File: src/core/cbcf_pkg.sv
package cbcf_pkg;
   localparam int          PC_W          = 21;
   localparam int          INSN_W        = 16;
   localparam logic [7:0]  OP_CARRY_CLR  = 8'h0_0e3;
   localparam logic [7:0]  OP_NEG_SET    = 8'h0_0e6;
   localparam logic [7:0]  OP_NEG_CLR    = 8'h0_0e7;
   localparam logic [7:0]  OP_OVF_CLR    = 8'h0_0e5;
   localparam int          FLAG_C        = 0;
   localparam int          FLAG_OV       = 3;
   localparam int          FLAG_N        = 4;
   localparam logic [PC_W-1:0] PC_RESET  = 21'h0_0000;
   localparam logic [PC_W-1:0] WORD_STEP = 21'h0_0002;
   typedef logic [PC_W-1:0] cbcf_pc_t;
   typedef enum logic [1:0] {CBCF_Q1, CBCF_Q2, CBCF_Q3, CBCF_Q4} cbcf_q_e;
   typedef enum {CBCF_RUN, CBCF_FLUSH} cbcf_st_e;
endpackage : cbcf_pkg

File: src/core/cbcf_dec_if.sv
`timescale 1ns/10ps
`default_nettype none
interface cbcf_dec_if;
   import cbcf_pkg::*;
   logic [INSN_W-1:0] insn;
   logic [7:0]        status;
   logic              is_branch;
   logic              take;
   cbcf_pc_t          disp;
   modport dec (input insn, input status, output is_branch, output take, output disp);
   modport core (output insn, output status, input is_branch, input take, input disp);
endinterface : cbcf_dec_if
`default_nettype wire

File: src/core/cbcf_core.sv
`timescale 1ns/10ps
`default_nettype none
module cbcf_core (
   input  wire logic                      sys_clk,
   input  wire logic                      rst,
   input  wire logic [15:0]               insn,
   input  wire logic                      insn_valid,
   input  wire logic [7:0]                status_in,
   output logic      [cbcf_pkg::PC_W-1:0] pc,
   output logic      [1:0]                q_phase,
   output logic                           pc_write,
   output logic                           flush,
   output logic                           busy
);
   import cbcf_pkg::*;

   cbcf_dec_if  dif ();

   // quarter count
   cbcf_q_e     q;
   cbcf_q_e     next_q;
   logic [1:0]  next_q_phase;
   // run or no-op cycle
   cbcf_st_e    st;
   cbcf_st_e    next_st;
   // word taken at the decode quarter
   logic [15:0] ir;
   logic [15:0] next_ir;
   logic        hold;
   logic        next_hold;
   // doubled offset read in the literal quarter
   cbcf_pc_t    disp;
   cbcf_pc_t    next_disp;
   // decision and target formed in the process quarter
   logic        jump;
   logic        next_jump;
   cbcf_pc_t    target;
   cbcf_pc_t    next_target;
   // program counter and strobes
   cbcf_pc_t    next_pc;
   logic        next_pc_write;
   logic        next_flush;
   logic        next_busy;

   function automatic logic cbcf_running(input cbcf_st_e s);
      cbcf_running = (s == CBCF_RUN);
   endfunction : cbcf_running

   cbcf_decode u_dec (
      .d (dif.dec)
   );

   assign dif.insn   = ir;
   // status is only sampled, never written back
   assign dif.status = status_in;

   // quarter sequencer, free running: one instruction cycle every four clocks
   always_comb begin
      case (q)
         CBCF_Q1: next_q = CBCF_Q2;
         CBCF_Q2: next_q = CBCF_Q3;
         CBCF_Q3: next_q = CBCF_Q4;
         CBCF_Q4: next_q = CBCF_Q1;
         default: next_q = CBCF_Q1;
      endcase
      // a copy of its own so that q_phase leaves the block from a flop
      next_q_phase = next_q;
   end

   always_ff @(posedge sys_clk) begin
      if (rst) begin
         q       <= CBCF_Q1;
         q_phase <= 2'b00;
      end else begin
         q       <= next_q;
         q_phase <= next_q_phase;
      end
   end

   // a taken branch turns the following instruction cycle into a no-op
   always_comb begin
      next_st = st;
      if (q == CBCF_Q4) begin
         case (st)
            CBCF_RUN: begin
               if (jump) begin
                  next_st = CBCF_FLUSH;
               end
            end
            CBCF_FLUSH: begin
               next_st = CBCF_RUN;
            end
            default: begin
               next_st = CBCF_RUN;
            end
         endcase
      end
   end

   always_ff @(posedge sys_clk) begin
      if (rst) begin
         st <= CBCF_RUN;
      end else begin
         st <= next_st;
      end
   end

   // decode and literal quarters
   // a word offered in the no-op cycle is dropped: fetch must offer it again
   always_comb begin
      next_ir   = ir;
      next_hold = hold;
      next_disp = disp;
      case (q)
         CBCF_Q1: begin
            next_hold = insn_valid && cbcf_running(st);
            if (cbcf_running(st)) begin
               next_ir = insn;
            end
         end
         CBCF_Q2: begin
            next_disp = dif.disp;
         end
         default: begin
            next_disp = disp;
         end
      endcase
   end

   always_ff @(posedge sys_clk) begin
      if (rst) begin
         ir   <= 16'h0000;
         hold <= 1'b0;
         disp <= '0;
      end else begin
         ir   <= next_ir;
         hold <= next_hold;
         disp <= next_disp;
      end
   end

   // process quarter: flags are read here, one quarter ahead of the pc write,
   // so the status side must hold them steady until the end of this quarter
   always_comb begin
      next_jump   = jump;
      next_target = target;
      if (q == CBCF_Q3) begin
         next_jump   = hold && dif.is_branch && dif.take;
         // pc still holds the branch word address for the whole cycle
         next_target = pc + WORD_STEP + disp;
      end
   end

   always_ff @(posedge sys_clk) begin
      if (rst) begin
         jump   <= 1'b0;
         target <= PC_RESET;
      end else begin
         jump   <= next_jump;
         target <= next_target;
      end
   end

   // write quarter: pc moves only here, and never in the no-op cycle
   always_comb begin
      next_pc = pc;
      if (q == CBCF_Q4 && cbcf_running(st) && hold) begin
         if (jump) begin
            next_pc = target;
         end else begin
            // step past the held word, branch or not, to the next instruction
            next_pc = pc + WORD_STEP;
         end
      end
   end

   always_ff @(posedge sys_clk) begin
      if (rst) begin
         pc <= PC_RESET;
      end else begin
         pc <= next_pc;
      end
   end

   // strobes and busy level for the fetch side
   always_comb begin
      next_pc_write = 1'b0;
      next_flush    = 1'b0;
      next_busy     = busy;
      case (q)
         CBCF_Q1: begin
            if (cbcf_running(st)) begin
               next_busy = insn_valid;
            end
         end
         CBCF_Q4: begin
            if (!cbcf_running(st)) begin
               next_busy = 1'b0;
            end else if (hold) begin
               // the write strobe and the no-op marker always travel together
               next_pc_write = jump;
               next_flush    = jump;
               next_busy     = jump;
            end
         end
         default: begin
            next_busy = busy;
         end
      endcase
   end

   always_ff @(posedge sys_clk) begin
      if (rst) begin
         pc_write <= 1'b0;
         flush    <= 1'b0;
         busy     <= 1'b0;
      end else begin
         pc_write <= next_pc_write;
         flush    <= next_flush;
         busy     <= next_busy;
      end
   end

endmodule : cbcf_core
`default_nettype wire

File: src/core/cbcf_decode.sv
`timescale 1ns/10ps
`default_nettype none
module cbcf_decode (
   cbcf_dec_if.dec d
);
   import cbcf_pkg::*;
   function automatic logic [1:0] cbcf_cond(input logic [7:0] op, input logic [7:0] st);
      // {is_branch, take}
      case (op)
         OP_CARRY_CLR: cbcf_cond = {1'b1, ~st[FLAG_C]};
         OP_NEG_CLR:   cbcf_cond = {1'b1, ~st[FLAG_N]};
         OP_OVF_CLR:   cbcf_cond = {1'b1, ~st[FLAG_OV]};
         OP_NEG_SET:   cbcf_cond = {1'b1, st[FLAG_N]};
         default:      cbcf_cond = 2'b00;
      endcase
   endfunction : cbcf_cond
   logic [1:0] cond;
   always_comb begin
      cond        = cbcf_cond(d.insn[15:8], d.status);
      d.is_branch = cond[1];
      d.take      = cond[0];
      // sign-extend then double so the add wraps over the whole pc
      d.disp = {{(PC_W-9){d.insn[7]}}, d.insn[7:0], 1'b0};
   end
endmodule : cbcf_decode
`default_nettype wire

File: config.mk
export PLATFORM = sky130hd
export DESIGN_NAME = cbcf_core
export DESIGN_NICKNAME = d
export VERILOG_FILES = /design/src/core/cbcf_pkg.sv /design/src/core/cbcf_dec_if.sv /design/src/core/cbcf_core.sv /design/src/core/cbcf_decode.sv
export SDC_FILE = /design/constraint.sdc
export NUM_CORES = 1
export LEC_CHECK = 0
export ABC_AREA = 1
export BUFFER_PORTS_ARGS = -buffer_cell sky130_fd_sc_hd__buf_2
export CAP_MARGIN = 20
export CORE_UTILIZATION = 45
export CTS_BUF_LIST = sky130_fd_sc_hd__clkbuf_8 sky130_fd_sc_hd__clkbuf_16
export CTS_CLUSTER_DIAMETER = 40
export DETAILED_ROUTE_END_ITERATION = 12
export SKIP_LAST_GASP = 1
export SYNTH_ARGS = -nofsm -noshare
export SYNTH_HDL_FRONTEND = slang
export SYNTH_HIERARCHICAL = 1
export SYNTH_SLANG_ARGS = --single-unit
File: constraint.sdc
create_clock -name sys_clk -period 2.67 [get_ports sys_clk]
set_clock_uncertainty 0.05 [all_clocks]
set_input_delay 0.534 -clock sys_clk [delete_from_list [all_inputs] [get_ports sys_clk]]
set_output_delay 0.534 -clock sys_clk [all_outputs]
set_load 0.02 [all_outputs]
# --- Word level (Yosys, flattened, before mapping) ---
# Index checks and enable logic that the tools add are counted.
word_totals:
  regBits: 104
  inputBits: 27
  out_inout_bits: 26
  elab_cells: 50
classes:
  addsub: 2
  n_eq_ne: 10
  muxes: 9
  n_bitwise: 6
  n_reduce_logical: 13
op_table:
  columns: ["operator", "count"]
  rows:
  - ["$logic_not A32 Y1", 2]
  - ["$mux W32", 2]
  - ["$eq A8 B8 Y1 const B", 4]
  - ["$add A21 B2 Y21 const B", 1]
  - ["$add A21 B21 Y21", 1]
  - ["$mux W21", 1]
  - ["$pmux W2 S4", 2]
  - ["$not A1 Y1", 6]
  - ["$logic_and A1 B1 Y1", 5]
  - ["$eq A2 B2 Y1 const B", 2]
  - ["$ne A2 B2 Y1 const B", 2]
  - ["$reduce_and A2 Y1", 2]
  - ["$reduce_or A4 Y1", 1]
  - ["$mux W1", 3]
  - ["$ne A3 B3 Y1 const B", 1]
  - ["$reduce_and A3 Y1", 1]
  - ["$eq A2 B1 Y1 const B", 1]
  - ["$logic_not A2 Y1", 1]
  - ["$pmux W1 S2", 1]
  - ["$reduce_bool A2 Y1", 1]

# --- Longest topological paths before layout ---
depth:
  depth_word: 4
  mapped_depth: 19
  ltp_nobuf: 19

# --- By module ---
# Netlist, hierarchy kept.
by_module_without_submodules:
  columns: ["module", "instances", "cells_per_inst", "area_per_inst_um2", "seq_area_each_um2"]
  rows:
  - ["cbcf_core", 1, 745, 4956.0, 1721.7]
  - ["cbcf_decode", 1, 52, 289.0, 0.0]

# --- Worst setup path before layout ---
# OpenSTA, ideal clock, no wires.
synth_path:
  path_kind: "reg-to-reg"
  from: "register pc[2] in the netlist's numbering"
  to: "register target[20]"
  setup_ps: 126
  arrival_time_ps: 2452
  t_required_ps: 2494
  setup_slack_ps: 43
  stages_incl_launch_ff: 17
  path_buffers: 0
  path_cell_list: "dfxtp_1 > ha_1 > nand2_1 > nor3_1 > nand4_1 > nand2_1 > inv_1 > ha_1 > nand2_1 > nor2_1 > nand2_1 > nor2_1 > nand2_1 > nand3_1 > nand3_1 > nand2_1 > a21oi_2"
synth_between:
  elab_chain_len: 2
synth_lines:
  columns: ["item", "line", "rtl"]
  rows:
  - ["start, declared", "cbcf_core.sv:9", "output logic [cbcf_pkg::PC_W-1:0] pc,"]
  - ["start signal, assigned", "cbcf_core.sv:181", "pc <= next_pc;"]
  - ["$add A21 B2 Y21", "cbcf_core.sv:150", "next_target = pc + WORD_STEP + disp;"]
  - ["$add A21 B21 Y21", "cbcf_core.sv:150", null]
  - ["end signal, assigned", "cbcf_core.sv:160", "target <= next_target;"]
  - ["end, declared", "cbcf_core.sv:37", "cbcf_pc_t target;"]
# No other way between the ends.
# A chain may end at the register's enable or synchronous reset.

# --- Final worst setup path ---
layout_path:
  from: "register pc[6] in the netlist's numbering"
  to: "register target[19]"
# The elaborated chain is that of the path after synthesis.

==> reports/results.ini <==
[run_status]
outcome=finished, final reports clean

[timing]
max_slew_margin=0.566
worst_slack_ns=0.0516
hold_viol_final=0
max_slew.worst_pin.slew_ns=0.650
period_share=0.981
timing.fmax_ghz=0.382
rsz0062_at_grt=yes
slew_viol_final=0
finalSetupViolCount=0
fin_crit_ns=2.62

[placed_design]
place_congestion=0.886
dp_hpwl_mm=10.4
dp.cells=1005
portBuffers=47
dp_slack_ns=-0.0884

[critical_path]
critPathMaxFanout=4
worstPathArrival_ns=2.81
cp_slowest_cell=dfxtp_2
startpoint_type=register
startpoint=pc[6]$_SDFFE_PP0P_
critPathMaxStageDelay_ns=0.37
worst-path-buf-inv=3
criticalPathCategory=register to register
r2r_start=pc[6]$_SDFFE_PP0P_
worst_ep_required_time_ns=2.86
crit_path_cell_trace=nand2_2, nor2_4, inv_2, buf_6, nor2_4, nand2_2, nor2_4, xor2_4, ha_4, nand2_2, nor2_2, nor2b_4, nand4_1, nand4_1, nand3_2, nand2_1, inv_1
path_delay_family=simple AND/OR/NAND/NOR gates
end_kind=register

[grt]
antenna_found_initial=0
grt_use_total=0.234
grt_pass1_vias=4509
grt_pass1_wl_mm=21.7
grt_max_degree=43
grt_overflow=0

[detailed_routing]
drt-pass1-iter-count=5
drc_errors=0
antenna_left=0
wirelength_mm=13.9
dr_total_vias=5235
routedWlPerCell_um=13.6
drt_iter0_drc=340
drt-vias-per-instance=5.09

[die]
dieArea_um2=12100
io_pins=53
core_um2=11400
num_rows=39
die_x_um=110
die_h_um=110
initial_core_util=0.461

[finish]
drive_above_1_share=0.255
regArea_um2=1740
diodes=0
fillers=1075
multi_input_area_um2=3210
utilization=0.583
area_growth_pct=26.3
nNetsFinal=935
stdcell_count=1028

[power_and_ir_drop]
power.density_nw_per_um2=658
leakage_nw=3.16
irDropWorstVdd_mv=0.381

[yosys]
ys_ff_latch=86
syn_avg_cell_area_um2=6.58
yosysSeqAreaShare=0.328
synth_area_um2=5250
postSynthCellCount=797
yosysUniqueCellTypes=38
syn_nets=852
yosysWarnings=6

[clock_tree]
clock_latency_ns=0.34
cts_tree=yes
cts_sinks=86
cts_root_buf=clkbuf_16
cts_buffer_depth=2
cts_buffers=9
htree_levels=3
cts.hold.buffers_added=0
clk_pin_slew_ns=0.06

[min_path]
min_from=insn[15]
holdCritPathClass=primary input to register

[flow_run]
cap_violations=0

power by group:
part	switching (mW)	total (mW)	internal, mW
combinational	0.739	1.23	0.489
sequential	0.194	1.74	1.55
clock	0.542	1.39	0.850
total	1.47	4.36	2.89
repair_timing:
item | in CTS | in global routing
endpoints found under the setup margin | 5 | 15
gates resized for setup | 8 | 83
buffers inserted | 0 | 7
pin swaps | 0 | 41
through the flow:
stage               total power, mW  hold slack (ns)  instance area [um^2]  TNS [ns]
CTS                            4.27            0.360                  6250   -0.0222
finish                         4.36            0.360                  6620         0
global route                   4.65            0.365                  6620    -0.267
global placement               2.83            0.414                  5870   -0.0336
detailed placement             2.86            0.423                  5870    -0.162
floorplan                      2.61            0.384                  5250         0
worst reg2reg max path, delay by kind of cell, from the launching register on:
kind | cells | cell delay, ns
XOR/XNOR | 1 | 0.24
adder cells (fa/ha/maj) | 1 | 0.21
flip-flops | 1 | 0.37
buffers and inverters | 3 | 0.24
AND/OR/NAND/NOR | 12 | 1.43
layer usage:
layer	track usage	vias up	routed length, um	part of all wire
met1	0.350	2426	7070	0.51
met2	0.348	122	6130	0.44
met3	0.0267	11	603	0.043
met5	0	-	0	0
li1	-	2676	-	-
met4	0.0714	0	140	0.010
layout by cell type (no fill, tap or decap), types with 17 or more instances in the layout:
cell	Yosys	routed
nor2_1	137	132
a21oi_1	41	31
buf_4	23	68
dfxtp_1	86	76
buf_2	1	47
nand2_1	159	144
inv_1	104	99
nand3_1	40	36
o21ai_0	72	66
nand2_2	4	17
cells by family (layout without fill, tap and decap cells):
family	after synthesis	after routing	synth area share
AOI/OAI and AO/OA	138	138	0.140
xor gates and xnor gates	21	21	0.0365
adders and majority gates	28	28	0.0682
buffers and inverters	153	241	0.126
DFF	86	86	0.328
other	1	1	0.000715
and+or+nand+nor	370	370	0.300
synth_stat cells, drive strengths merged:
cell / n / share of area
a221oi: 2 / 0.0033
clkbuf: 19 / 0.014
clkinv: 1 / 0.00071
nand2: 163 / 0.12
a21o: 1 / 0.0014
nor2b: 1 / 0.0012
nor2: 147 / 0.12
inv: 108 / 0.077
nor4: 2 / 0.0024
fa: 1 / 0.0038
o22ai: 5 / 0.0060
o21ai: 72 / 0.069
ha: 27 / 0.064
nand4: 6 / 0.0072
conb: 1 / 0.00071
dfxtp: 86 / 0.33
a21boi: 1 / 0.0014
a31oi: 12 / 0.014
o21bai: 2 / 0.0029
buf: 25 / 0.035
and3: 1 / 0.0012
a21oi: 42 / 0.041
nor3: 7 / 0.0095
nand3: 40 / 0.038
a211oi: 1 / 0.0014
xnor2: 1 / 0.0017
nand3b: 2 / 0.0029
and2: 1 / 0.0012
xor2: 20 / 0.035
sequential cells by signal (all words and copies together), names as in the netlist:
register and count:
target 21, st 1, q 2, pc 21
jump 1, busy 1, flush 1, dif.insn 16
disp 21, hold 1
worst paths after layout:
check | end | slack, ns | cells after the start
setup / recovery | target[19]$_SDFFE_PP0P_ | 0.05 | 17
hold / removal | dif.insn[15]$_SDFFE_PP0P_ | 0.36 | 3
setup reg to reg | target[19]$_SDFFE_PP0P_ | 0.05 | 17
hold reg to reg | pc[2]$_SDFFE_PP0P_ | 0.43 | 2
area by class of cell:
type	instances	share of cell area
Multi-Input combinational cell	558	0.485
Clock buffer	10	0.0361
Clock inverter	6	0.0136
Tap cell	143	0.0270
Sequential cell	86	0.262
Inverter	109	0.0618
Timing Repair Buffer	116	0.114
Note: power is estimated with default switching activity, not from simulation.
